## config.mk

```make
export PLATFORM = sky130hd
export DESIGN_NAME = adc_result_output_port_mux
export DESIGN_NICKNAME = d
export VERILOG_FILES = /design/src/verilog/adc_result_output_port_mux.v /design/src/verilog/pin_sync.v /design/src/verilog/result_buf2.v
export VERILOG_INCLUDE_DIRS = /design/src /design/src/verilog
export SDC_FILE = /design/constraint.sdc
export NUM_CORES = 1
export LEC_CHECK = 0
export ABC_AREA = 1
export BUFFER_PORTS_ARGS = -buffer_cell sky130_fd_sc_hd__buf_2
export CORE_ASPECT_RATIO = 1.75
export CORE_MARGIN = 1.5
export CORE_UTILIZATION = 45
export DETAILED_ROUTE_END_ITERATION = 16
export SLEW_MARGIN = 20
export SYNTH_ARGS = -nofsm -noshare
export SYNTH_HDL_FRONTEND = slang
export SYNTH_SLANG_ARGS = --single-unit
export TNS_END_PERCENT = 100
```

## constraint.sdc

```tcl
create_clock -name clk -period 4.2 [get_ports clk]
set_input_delay 0.42 -clock clk [delete_from_list [all_inputs] [get_ports clk]]
set_output_delay 0.42 -clock clk [all_outputs]
set_load 0.01 [all_outputs]
```

## src/verilog/adc_port_regs.vh

```
// Purpose: Constants for the result output port.
// Assumes: Included by bare name from the design files.
// Notes: Definitions only.
`ifndef ADC_PORT_REGS_VH
`define ADC_PORT_REGS_VH

// ----------------------------------------
// Widths and pin positions
// ----------------------------------------
`define RES_W 16
`define BYTE_W 8
`define PIN_BYTE_SEL 15
`define PIN_UPPER_FIRST 14
`define PIN_SER_SECOND 8
`define PIN_SER_FIRST 7

// ----------------------------------------
// Interface modes
// ----------------------------------------
`define MODE_PAR16 2'h0
`define MODE_BYTE 2'h1
`define MODE_SERIAL 2'h2

// ----------------------------------------
// Reset values
// ----------------------------------------
`define RES_RST 16'h0000

`endif

```

## src/verilog/adc_result_output_port_mux.v

```verilog
// Purpose: Result output port: 16-bit parallel, byte, or dual serial.
// Assumes: cs_n, rd_sclk_n and bus inputs are asynchronous pins; results come from clk logic.
// Notes: Pins are split into input, output and output enable.
`timescale 1ns/1ps
`include "adc_port_regs.vh"

module adc_result_output_port_mux #(
  parameter RES_W = `RES_W
) (
  input wire clk,
  input wire rst_n,
  input wire [RES_W-1:0] result_a,
  input wire [RES_W-1:0] result_b,
  input wire result_valid,
  output reg result_ready,
  input wire interface_kind_select,
  input wire cs_n,
  input wire rd_sclk_n,
  input wire reference_select,
  input wire [RES_W-1:0] parallel_result_bus_in,
  output reg [RES_W-1:0] parallel_result_bus_out,
  output reg [RES_W-1:0] parallel_result_bus_oe,
  output reg internal_ref_enable,
  output reg [1:0] mode_q
);

  // ----------------------------------------
  // Pin synchronisers
  // ----------------------------------------
  wire [4:0] pins_s;
  wire cs_n_s;
  wire rd_n_s;
  wire kind_s;
  wire byte_sel_s;
  wire upper_first_s;
  wire ref_s;

  pin_sync #(.W(5), .RST_VAL(5'h1F)) u_sync_strobe (
    .clk(clk),
    .rst_n(rst_n),
    .d({cs_n, rd_sclk_n, parallel_result_bus_in[`PIN_BYTE_SEL],
        parallel_result_bus_in[`PIN_UPPER_FIRST], 1'b1}),
    .q(pins_s)
  );

  pin_sync #(.W(2), .RST_VAL(2'h0)) u_sync_level (
    .clk(clk),
    .rst_n(rst_n),
    .d({interface_kind_select, reference_select}),
    .q({kind_s, ref_s})
  );

  assign cs_n_s = pins_s[4];
  assign rd_n_s = pins_s[3];
  assign byte_sel_s = pins_s[2];
  assign upper_first_s = pins_s[1];

  // ----------------------------------------
  // Result buffer
  // ----------------------------------------
  wire [2*RES_W-1:0] buf_data;
  wire buf_valid;
  reg buf_pop;
  wire buf_in_ready;

  result_buf2 #(.W(2*RES_W), .DEPTH(2)) u_buf (
    .clk(clk),
    .rst_n(rst_n),
    .in_data({result_a, result_b}),
    .in_valid(result_valid),
    .in_ready(buf_in_ready),
    .out_data(buf_data),
    .out_valid(buf_valid),
    .out_ready(buf_pop)
  );

  // ----------------------------------------
  // Mode decode
  // ----------------------------------------
  function [1:0] decode_mode;
    input kind;
    input byte_sel;
    begin
      if (!kind) begin
        decode_mode = `MODE_PAR16;
      end else if (byte_sel) begin
        decode_mode = `MODE_BYTE;
      end else begin
        decode_mode = `MODE_SERIAL;
      end
    end
  endfunction

  wire [1:0] mode_d;
  reg cs_n_q;
  reg rd_n_q;
  wire cs_fall;
  wire cs_rise;
  wire rd_rise;
  wire frame_on;
  reg [RES_W-1:0] sh_a_q;
  reg [RES_W-1:0] sh_b_q;
  reg [RES_W-1:0] word_q;
  reg word_ok_q;
  reg half_q;
  reg first_q;
  reg [1:0] mode_lock_q;

  assign mode_d = decode_mode(kind_s, byte_sel_s);
  assign cs_fall = cs_n_q && !cs_n_s;
  assign cs_rise = !cs_n_q && cs_n_s;
  assign rd_rise = !rd_n_q && rd_n_s;
  assign frame_on = !cs_n_s;

  // ----------------------------------------
  // Read sequencing
  // ----------------------------------------
  // Mode is latched when idle so it stays fixed through a frame
  always @(posedge clk or negedge rst_n) begin
    if (!rst_n) begin
      cs_n_q <= 1'b1;
      rd_n_q <= 1'b1;
      mode_lock_q <= `MODE_PAR16;
      mode_q <= `MODE_PAR16;
      internal_ref_enable <= 1'b0;
      result_ready <= 1'b0;
      sh_a_q <= `RES_RST;
      sh_b_q <= `RES_RST;
      word_q <= `RES_RST;
      word_ok_q <= 1'b0;
      half_q <= 1'b0;
      first_q <= 1'b0;
      buf_pop <= 1'b0;
    end else begin
      cs_n_q <= cs_n_s;
      rd_n_q <= rd_n_s;
      internal_ref_enable <= ref_s;
      result_ready <= buf_in_ready;
      buf_pop <= 1'b0;
      if (cs_n_s && !cs_fall) begin
        mode_lock_q <= mode_d;
      end
      mode_q <= mode_lock_q;
      if (!word_ok_q && buf_valid && !buf_pop && cs_n_s) begin
        word_q <= buf_data[2*RES_W-1:RES_W];
        sh_b_q <= buf_data[RES_W-1:0];
        word_ok_q <= 1'b1;
        half_q <= 1'b0;
        buf_pop <= 1'b1;
      end
      case (mode_lock_q)
        `MODE_SERIAL: begin
          if (cs_fall) begin
            sh_a_q <= word_q;
            first_q <= 1'b1;
          end else if (frame_on && rd_rise) begin
            sh_a_q <= {sh_a_q[RES_W-2:0], 1'b0};
            sh_b_q <= {sh_b_q[RES_W-2:0], 1'b0};
          end
          if (cs_rise && first_q) begin
            word_ok_q <= 1'b0;
            first_q <= 1'b0;
          end
        end
        `MODE_BYTE: begin
          if (frame_on && rd_rise) begin
            half_q <= !half_q;
            if (half_q) begin
              word_ok_q <= 1'b0;
            end
          end
        end
        `MODE_PAR16: begin
          if (frame_on && rd_rise) begin
            word_ok_q <= 1'b0;
          end
        end
        default: begin
          half_q <= 1'b0;
        end
      endcase
    end
  end

  // ----------------------------------------
  // Pin drive
  // ----------------------------------------
  wire read_on;
  wire [`BYTE_W-1:0] byte_now;

  assign read_on = !cs_n_s && !rd_n_s;
  // Upper first picks the high byte on the first read
  assign byte_now = (upper_first_s ^ half_q) ? word_q[RES_W-1:`BYTE_W]
    : word_q[`BYTE_W-1:0];

  always @(posedge clk or negedge rst_n) begin
    if (!rst_n) begin
      parallel_result_bus_out <= `RES_RST;
      parallel_result_bus_oe <= `RES_RST;
    end else begin
      parallel_result_bus_out <= `RES_RST;
      parallel_result_bus_oe <= `RES_RST;
      case (mode_lock_q)
        `MODE_PAR16: begin
          if (read_on) begin
            parallel_result_bus_out <= word_q;
            parallel_result_bus_oe <= {RES_W{1'b1}};
          end
        end
        `MODE_BYTE: begin
          if (read_on) begin
            parallel_result_bus_out[`BYTE_W-1:0] <= byte_now;
            parallel_result_bus_oe[`BYTE_W-1:0] <= {`BYTE_W{1'b1}};
          end
        end
        `MODE_SERIAL: begin
          if (frame_on) begin
            parallel_result_bus_out[`PIN_SER_FIRST] <= cs_fall ? word_q[RES_W-1]
              : sh_a_q[RES_W-1];
            parallel_result_bus_out[`PIN_SER_SECOND] <= sh_b_q[RES_W-1];
            parallel_result_bus_oe[`PIN_SER_FIRST] <= 1'b1;
            parallel_result_bus_oe[`PIN_SER_SECOND] <= 1'b1;
          end
        end
        default: begin
          parallel_result_bus_oe <= `RES_RST;
        end
      endcase
    end
  end

endmodule // adc_result_output_port_mux

```

## src/verilog/pin_sync.v

```verilog
// Purpose: Two flip-flop synchroniser for a bundle of pin inputs.
// Assumes: Inputs are asynchronous to clk.
// Notes: First stage is read only by the second stage.
`timescale 1ns/1ps

module pin_sync #(
  parameter W = 1,
  parameter [W-1:0] RST_VAL = {W{1'b0}}
) (
  input wire clk,
  input wire rst_n,
  input wire [W-1:0] d,
  output wire [W-1:0] q
);

  reg [W-1:0] meta_q;
  reg [W-1:0] sync_q;

  always @(posedge clk or negedge rst_n) begin
    if (!rst_n) begin
      meta_q <= RST_VAL;
      sync_q <= RST_VAL;
    end else begin
      meta_q <= d;
      sync_q <= meta_q;
    end
  end

  assign q = sync_q;

endmodule // pin_sync

```

## src/verilog/result_buf2.v

```verilog
// Purpose: Two-entry buffer with valid and ready on both sides.
// Assumes: Single clock.
// Notes: Full and empty are exact; no word is lost under stall.
`timescale 1ns/1ps

module result_buf2 #(
  parameter W = 16,
  parameter DEPTH = 2
) (
  input wire clk,
  input wire rst_n,
  input wire [W-1:0] in_data,
  input wire in_valid,
  output wire in_ready,
  output wire [W-1:0] out_data,
  output wire out_valid,
  input wire out_ready
);

  reg [W-1:0] mem [0:DEPTH-1];
  reg [1:0] wr_q;
  reg [1:0] rd_q;
  reg [1:0] cnt_q;
  wire push;
  wire pop;

  assign in_ready = (cnt_q != DEPTH[1:0]);
  assign out_valid = (cnt_q != 2'h0);
  assign out_data = mem[rd_q[0]];
  assign push = in_valid && in_ready;
  assign pop = out_valid && out_ready;

  always @(posedge clk) begin
    if (push) begin
      mem[wr_q[0]] <= in_data;
    end
  end

  always @(posedge clk or negedge rst_n) begin
    if (!rst_n) begin
      wr_q <= 2'h0;
      rd_q <= 2'h0;
      cnt_q <= 2'h0;
    end else begin
      if (push) begin
        wr_q <= wr_q + 2'h1;
      end
      if (pop) begin
        rd_q <= rd_q + 2'h1;
      end
      cnt_q <= cnt_q + {1'b0, push} - {1'b0, pop};
    end
  end

endmodule // result_buf2

```

## Word-level counts from Yosys, hierarchy flattened

Memory sizes are Yosys's and may differ from the RTL's.
Index checks and enable logic that the tools add are counted.

- Reductions and logical operators: 27
- Multiply operators: 0
- Mux-type cells: 38
- Add/subtract/negate cells: 4
- Divide/modulo/power cells: 0
- Bitwise logic cells: 1
- Equality and inequality tests: 3
- Shift operators: 0
- Order comparisons: 0

Operators by type and width:

| kind | number |
|---|---|
| 2-to-1 mux 16 bit | 8 |
| one-hot mux 7 bit (2 select lines) | 2 |
| 2-to-1 mux 8 bit | 3 |
| 2-to-1 mux 7 bit | 2 |
| 2-to-1 mux 1 bit | 13 |
| logical AND 1 bit | 12 |
| one-hot mux 1 bit (3 select lines) | 3 |
| zero test 1 bit | 8 |
| 2-to-1 mux 2 bit | 4 |
| one-hot mux 1 bit (2 select lines) | 3 |
| nonzero test 2 bit | 3 |
| adder 2 x 1 -> 2 bit (second input constant) | 2 |
| AND reduction 2 bit | 2 |
| adder 2 x 1 -> 2 bit | 1 |
| == test 2 x 1 -> 1 bit (second input constant) | 1 |
| == test 2 bit (second input constant) | 1 |
| zero test 2 bit | 1 |
| != test 2 bit (second input constant) | 1 |
| OR reduction 2 bit | 1 |
| subtractor 2 x 1 -> 2 bit | 1 |
| XOR 1 bit | 1 |

- ROM bits: 0
- Latch bits: 0
- RAM bits: 64
- Input bits: 55
- Register bits after elaboration: 110
- Memories kept: 1

Memory list:

| name | words | width | read ports | clocked after memory_dff | write ports | RTL line | source |
|---|---|---|---|---|---|---|---|
| u_buf.mem | 2 | 32 | 1 | 0 | 1 | result_buf2.v:20 | `reg [W-1:0] mem [0:DEPTH-1];` |

## Depth between registers and ports, before layout

Gate-level depths: netlist of run 1.

- Depth in word-level cells: 8
- Mapped depth: 9
- Mapped depth without buffers: 8

## Hierarchy

A second synthesis of run 1 with hierarchy kept.

- Cells, all modules: 627
- Area, all modules: 6446.2 um^2

By module, submodules not included:

| module | area an instance (um^2) | instances | sequential area each (um^2) | cells each |
|---|---|---|---|---|
| adc_result_output_port_mux | 3493.4 | 1 | 2004.4 | 414 |
| result_buf2 | 2590.0 | 1 | 2021.9 | 199 |
| pin_sync at u_sync_strobe | 262.8 | 1 | 262.8 | 10 |
| pin_sync at u_sync_level | 100.1 | 1 | 100.1 | 4 |

## Least setup slack after synthesis of run 1

OpenSTA, ideal clock, no wires.

- Path kind: register to register
- Start point: register u_buf.cnt_q[1]
- End point: memory u_buf.mem[1][0] (netlist bit), enable pin
- Buffers on the path: 0
- Stages on the path, launching flop included: 4
- Setup time: 0.422 ns
- Period minus slack after synthesis: 2.372 ns
- Arrival: 1.950 ns
- Required time: 3.778 ns
- Slack: 1.828 ns
- Path through: dfrtp_1 > nand2_1 > nand2_1 > nor2_1

- Longest elaborated chain between the ends: 4

RTL lines:

| item | RTL line | source |
|---|---|---|
| start, declared | result_buf2.v:23 | `reg [1:0] cnt_q;` |
| start signal, assigned | result_buf2.v:51 | `cnt_q <= cnt_q + {1'b0, push} - {1'b0, pop};` |
| != test 2 bit | result_buf2.v:27 | `assign in_ready = (cnt_q != DEPTH[1:0]);` |
| net buf_in_ready | adc_result_output_port_mux.v:64 | `wire buf_in_ready;` |
| logical AND 1 bit | result_buf2.v:30 | `assign push = in_valid && in_ready;` |
| 2-to-1 mux 1 bit | result_buf2.v:34 | `if (push) begin` |
| 2-to-1 mux 1 bit (not written as such) | result_buf2.v:35 | `mem[wr_q[0]] <= in_data;` |
| end, declared | result_buf2.v:20 |  |

The timed path passes the listed nets, and every way through them passes these cells.

## Worst setup path after layout of run 1

- Start point: register u_sync_strobe.sync_q[4] (netlist: u_sync_strobe.q[4])
- End point: register word_q[6]

- Longest elaborated chain between the ends: 1

RTL lines:

| item | RTL line | source |
|---|---|---|
| start, declared | pin_sync.v:17 | `reg [W-1:0] sync_q;` |
| start signal, assigned | pin_sync.v:25 | `sync_q <= meta_q;` |
| logical AND 1 bit | adc_result_output_port_mux.v:144 | `if (!word_ok_q && buf_valid && !buf_pop && cs_n_s) begin` |
| end signal, assigned | adc_result_output_port_mux.v:129 | `` word_q <= `RES_RST; `` |
| end signal, assigned | adc_result_output_port_mux.v:145 | `word_q <= buf_data[2*RES_W-1:RES_W];` |
| end, declared | adc_result_output_port_mux.v:103 | `reg [RES_W-1:0] word_q;` |

Every way passes these cells.
A chain may end at the register's enable or synchronous reset.

==> results.yml, run 1 <==
outcome:
  outcome: "complete, no violations"
clock_network:
  post_cts_resized: 0
  h-tree-depth: 4
  cts_tree: "done"
  cts_buffers: 17
  cts-root-buf: "clkbuf_16"
  insertion_delay_ns: 0.41
  numClockSinks: 160
  cts_max_path_buffers: 2
  path_clk_slew_ns: 0.07
  post-cts-setup-buffer-count: 0
  ctsHoldBuffers: 0
logic_synthesis:
  ys_async_sr_fraction_pct: 60.0
  synthCells: 655
  syn_area_per_cell_sq_um: 10.0
  syn_nets: 712
  synth_top_cell_area_share_pct: 32.8
  synth-main-ff-cell: "dfrtp_1"
  synth.area.top_cells: "dfrtp_1 33%, edfxtp_1 29%, nand2_1 13%"
  synth.yosys.seq_area_share_pct: 66.1
  synth.most_common_cell: "nand2_1"
  yosysTopAreaCell: "dfrtp_1"
  ys_types: 34
  synth-seq-cells: 160
  synth_common_cells: "228 x nand2_1, 86 x dfrtp_1, 79 x inv_1"
  ys_warn_count: 0
  synth-edff-count: 64
  syn-cell-area_sq_mm: 0.00656
sta:
  hold_viol_final: 0
  maxSlewViolCount: 0
  rsz0062_at_grt: "no"
  fin_skew_ns: 0.0133
  min_period_over_period_pct: 50.0
  setup-tns-final_ns: 0
  finalSetupViolations: 0
  tightest_slew_ns: 0.911
  max_freq_ghz: 0.476
  fin_crit_ns: 2.10
  slew_headroom_pct: 39.2
global_routing:
  grt_pass1_wl_mm: 20.5
  antenna_found_initial: 0
  grt_use_total_pct: 17.6
  grt_max_degree: 74
  grt_overflow_total: 0
  grt_pass1_vias: 4318
routing:
  dr_wl_met3_um: 343
  drt-met1-wl_mm: 4.83
  top_layer: "met4"
  vias_per_cell: 4.64
  drt-initial-drc-count: 178
  dr.pass1.iters: 5
  wl_met2_mm: 6.59
  drc: 0
  wl_per_cell_um: 13.2
  routed_wl_mm: 12.0
  route.vias.total: 4236
  drtAntennaViolNets: 0
floorplanning:
  coreArea_sq_mm: 0.0143
  io_pins: 91
  start_util_pct: 45.9
  fp.dieW_um: 94.2
  fp.dieH_um: 163
  rows: 58
  dieArea_sq_mm: 0.0153
layout:
  drive_gt1_share_pct: 19.4
  fin_area_sq_mm: 0.00756
  antennaDiodeCount: 0
  area_growth_syn_to_layout_pct: 15.4
  fillers: 1275
  final_nets: 777
critical_path:
  crit_start: "u_sync_strobe.q[4]$_DFF_PN1_"
  cp-endpoint: "word_q[6]$_DFFE_PN0N_"
  path_cells: "nand2_4, nor2_8, nand2_2, inv_2, nand2_1, o21ai_0"
  start_kind: "register"
  slowest_stage: "dfstp_2"
  worst-path-buf-inv: 1
  slowest_delay_ns: 0.69
  ff2ff_path_depth: 6
  cp_data_required_time_ns: 4.52
  cp_top_family: "simple AND/OR/NAND/NOR gates"
  r2r-end: "word_q[6]$_DFFE_PN0N_"
  path_depth: 6
  cp_max_fo: 33
  arrival_ns: 2.42
  crit_type: "reg -> reg"
  r2r_slack_ns: 2.10
  end_kind: "register"
  r2r_start: "u_sync_strobe.q[4]$_DFF_PN1_"
flow_run:
  maxCapViolations: 0
placement:
  postPlaceCellArea_sq_mm: 0.00697
  port_buffers: 76
  place.gp.congestion: 0.807
  hpwl_mm: 8.26
power_and_ir_drop:
  p_leak_nw: 3.77
  powerDensity_mw_per_mm2: 650
  vdd_ir_drop_max_mv: 0.452
worst_hold_path:
  hold_class: "in -> reg"
  min_from: "cs_n"
-- cells by family (layout without fill, tap and decap cells) --
logic type               count (synthesis)  count (layout)  synth area share (%)
AO/OA/AOI/OAI                           47              47                  4.08
XOR/XNOR                                 3               3                 0.401
adder cells (fa/ha/maj)                  2               2                 0.382
buffers and inverters                  120             198                  8.55
flip-flops                             160             160                  66.1
AND/OR/NAND/NOR                        323             323                  20.4
-- layer usage --
metal | GRT usage [%] | vias to the layer above
met5 | 0 | -
met4 | 7.53 | 0
met3 | 3.59 | 18
met2 | 31.1 | 81
met1 | 20.4 | 1974
li1 | - | 2163
-- worst min path at each step --
stage	endpoint	slack [ns]	cells past startpoint
after floorplan	buf_pop$_DFF_PN0_	0.12	0
after CTS	u_sync_strobe.meta_q[4]$_DFF_PN1_	0.08	1
final	u_sync_strobe.meta_q[4]$_DFF_PN1_	0.10	1
after detailed placement	u_sync_level.q[1]$_DFF_PN0_	0.35	0
after global routing	u_sync_strobe.meta_q[2]$_DFF_PN1_	0.08	1
after global placement	u_sync_level.q[0]$_DFF_PN0_	0.33	0
-- power breakdown --
group | internal, mW | total, mW | switching, mW
clock | 0.902 | 1.53 | 0.626
combinational | 0.363 | 1.14 | 0.781
sequential | 2.07 | 2.24 | 0.171
total | 3.34 | 4.91 | 1.58
-- final cells by class --
| cell class | instances | area, sq um | area share, % |
|---|---|---|---|
| Sequential cell | 160 | 4340 | 57.3 |
| Multi-Input combinational cell | 375 | 1660 | 22.0 |
| Clock buffer | 20 | 480 | 6.35 |
| Timing Repair Buffer | 80 | 413 | 5.46 |
| Inverter | 86 | 328 | 4.33 |
| Tap cell | 180 | 225 | 2.98 |
| Clock inverter | 12 | 118 | 1.55 |
-- metrics by stage --
stage               power [mW]  hold WS [ns]  util, %  std cells  worst slack (ns)
floorplan                 3.11         0.124        -        655              1.83
global placement          3.38         0.332     48.7        881              2.16
detailed placement        3.43         0.347     48.7        881              2.08
CTS                       4.98        0.0847     52.9        913              2.06
global route              5.26        0.0774     52.9        913              1.85
finish                    4.91         0.102     52.9        913              2.10
-- state kept, by name, indices dropped and copies added (netlist names), 2 cells and up --
name,cells
parallel_result_bus_out,16
parallel_result_bus_oe,4
u_buf.cnt_q,2
u_sync_level.q,2
mode_q,2
u_sync_level.meta_q,2
u_sync_strobe.q,4
sh_b_q,16
u_sync_strobe.meta_q,4
u_buf.mem,64
word_q,16
mode_lock_q,2
sh_a_q,16
-- layout by cell type (no fill, tap or decap), types with 2 or more instances in the layout --
| cell | instances |
|---|---|
| nand2_1 | 228 |
| dfrtp_1 | 86 |
| inv_1 | 79 |
| buf_2 | 75 |
| edfxtp_1 | 64 |
| nor2_1 | 46 |
| nand3_1 | 36 |
| o21ai_0 | 35 |
| clkbuf_16 | 19 |
| dfstp_2 | 10 |
| o21ai_1 | 5 |
| inv_6 | 5 |
| buf_4 | 5 |
| nor2_2 | 4 |
| inv_2 | 4 |
| inv_4 | 3 |
| nand3_4 | 2 |
| nor2_4 | 2 |
| o22ai_1 | 2 |
| xnor2_1 | 2 |
| ha_1 | 2 |
| clkinv_2 | 2 |
Note: power is estimated with default switching activity, not from simulation.
==> run 2, diff against run 1 <==
==> constraint.sdc (replaced) <==
create_clock -name clk -period 2.05 [get_ports clk]
set_input_delay 0.205 -clock clk [delete_from_list [all_inputs] [get_ports clk]]
set_output_delay 0.205 -clock clk [all_outputs]
set_load 0.01 [all_outputs]
==> run 2 against run 1 <==
  * Global-route usage down 0.053 points
  * Die area unchanged
  * First-iteration DRC count up 44%
  * Flip-flop and latch count unchanged
  * Clock power up 110%
  * Setup slack worse by 1.8 ns
  * Maximum frequency up 19%
  * Sequential share of layout area down 3.6 points
  * Core utilization up 3.6 points
  * Clock-buffer cell count down 1
  * Critical path depth down 1
  * Clock skew down 0.0030 ns
  * Largest cell class unchanged
==> results.yml, run 2 (synthesis results as in run 1) <==
outcome:
  outcome: "complete, no violations"
routing:
  dr.pass1.iters: 4
  drtAntennaViolNets: 0
  wl_met2_mm: 6.62
  drt-met1-wl_mm: 4.93
  route.vias.total: 4417
  drc: 0
  routed_wl_mm: 12.2
  dr_wl_met3_um: 412
  wl_per_cell_um: 12.8
  drt-initial-drc-count: 256
  top_layer: "met4"
  vias_per_cell: 4.60
floorplanning:
  io_pins: 91
  dieArea_sq_mm: 0.0153
  start_util_pct: 45.9
  coreArea_sq_mm: 0.0143
  rows: 58
  fp.dieW_um: 94.2
  fp.dieH_um: 163
layout:
  final_nets: 824
  fin_util_pct: 56.5
  fillers: 1213
  final_common_cell: "nand2_1"
  regArea_sq_mm: 0.00434
  antennaDiodeCount: 0
  layout.cells.most_common_list: "228 x nand2_1, 86 x dfrtp_1, 79 x inv_1"
  largest_reg_flops: 64
  multiInputGateArea_sq_mm: 0.00166
  area_growth_syn_to_layout_pct: 23.2
  drive_gt1_share_pct: 19.2
worst_hold_path:
  holdPathStages: 5
  hold_class: "in -> reg"
  min_from: "result_valid"
  worst_hold_path.endpoint: "u_buf.wr_q[0]$_DFFE_PN0P_"
critical_path:
  r2r-end: "word_q[2]$_DFFE_PN0N_"
  worst-path-buf-inv: 1
  r2r_start: "u_buf.rd_q[0]$_DFFE_PN0P_"
  r2r_slack_ns: 0.28
  end_kind: "register"
  cp_data_required_time_ns: 2.33
  slowest_stage: "dfrtp_1"
  crit_start: "u_buf.rd_q[0]$_DFFE_PN0P_"
  arrival_ns: 2.04
  start_kind: "register"
  ff2ff_path_depth: 5
  crit_type: "reg -> reg"
  path_common_cell: "nand2_1"
  slowest_delay_ns: 0.60
  path_depth: 5
  cp_max_fo: 18
  path_cells: "clkinv_1, nand2_1, nand2_1, nand2_1, o21ai_0"
  cp_top_family: "flip-flops"
flow_run:
  maxCapViolations: 0
global_routing:
  grt_max_degree: 40
  grt_use_total_pct: 17.6
  grt_overflow_total: 0
  antenna_found_initial: 0
  grt_pass1_wl_mm: 20.4
  grt_pass1_vias: 4398
clock_network:
  path_clk_slew_ns: 0.06
  h-tree-depth: 4
  cts_max_path_buffers: 2
  cts-root-buf: "clkbuf_16"
  cts_buffers: 17
  post-cts-setup-buffer-count: 0
  insertion_delay_ns: 0.42
  post_cts_resized: 0
  cts_tree: "done"
  numClockSinks: 160
sta:
  slew_headroom_pct: 61.0
  fin_skew_ns: 0.0103
  tightest_slew_ns: 0.581
  min_period_over_period_pct: 86.2
  maxSlewViolCount: 0
  rsz0062_at_grt: "no"
  fin_crit_ns: 1.77
  finalSetupViolations: 0
  max_freq_ghz: 0.566
  hold_viol_final: 0
  setup-tns-final_ns: 0
placement:
  place.gp.congestion: 0.784
  port_buffers: 76
  hpwl_mm: 8.19
power_and_ir_drop:
  p_leak_nw: 4.00
  vdd_ir_drop_max_mv: 0.826
  powerDensity_mw_per_mm2: 1280
-- run 2: cell count changes in the layout (fill, tap and decap cells not counted), sizes merged --
cell and change:
dlygate4sd3 +39, clkinvlp -1, buf +8, inv -1
clkbuf -1, bufinv +1, clkinv +2
-- run 2: layout make-up --
class                      count  share of cell area [%]
clock buffer                  19                    5.89
clock inverter                13                    1.80
inverter                      86                    4.06
multi-input combinational    375                    20.6
sequential                   160                    53.7
tap                          180                    2.79
timing repair buffer         127                    11.2
-- run 2: through the flow --
step                      worst slack, ns  area [sq um]  hold WS, ns  total power [mW]  std cells
final                               0.284          8080        0.220              10.3        960
after CTS                           0.273          8080        0.218              10.5        960
after global placement              0.292          7060        0.215              7.01        889
after detailed placement            0.287          7060        0.224              7.11        889
after global routing               0.0667          8080        0.285              11.0        960
after floorplan                     0.201          6560      -0.0906              6.37        655
-- run 2: layer usage --
metal | track usage, % | up-vias
met5 | 0 | -
met4 | 7.53 | 0
met3 | 3.64 | 16
met2 | 31.5 | 98
met1 | 19.9 | 2050
li1 | - | 2253
-- run 2: worst max-delay path by stage --
stage | slack [ns] | endpoint
detailed placement | 0.29 | word_q[15]$_DFFE_PN0N_
finish | 0.28 | word_q[2]$_DFFE_PN0N_
CTS | 0.27 | word_q[15]$_DFFE_PN0N_
global route | 0.07 | word_q[15]$_DFFE_PN0N_
global placement | 0.29 | word_q[15]$_DFFE_PN0N_
floorplan | 0.20 | u_buf.mem[1][0]$_DFFE_PP_
-- run 2: what timing repair did --
action / 4_1_cts / 5_1_grt
hold buffers: 39 / 0
hold endpoints to repair: 107 / 0
endpoints found under the setup margin: 0 / 0
-- run 2: worst reg2reg max path, cell delays in order (launching register included) --
cell	delay [ns]
dfrtp_1	0.60
clkinv_1	0.60
nand2_1	0.19
nand2_1	0.09
nand2_1	0.07
o21ai_0	0.08
-- run 2: report_power, final --
group	leakage, nW	internal (mW)	total [mW]	switching, mW
clock network	0.311	1.96	3.27	1.31
registers	1.79	4.24	4.63	0.386
logic	1.90	0.872	2.45	1.57
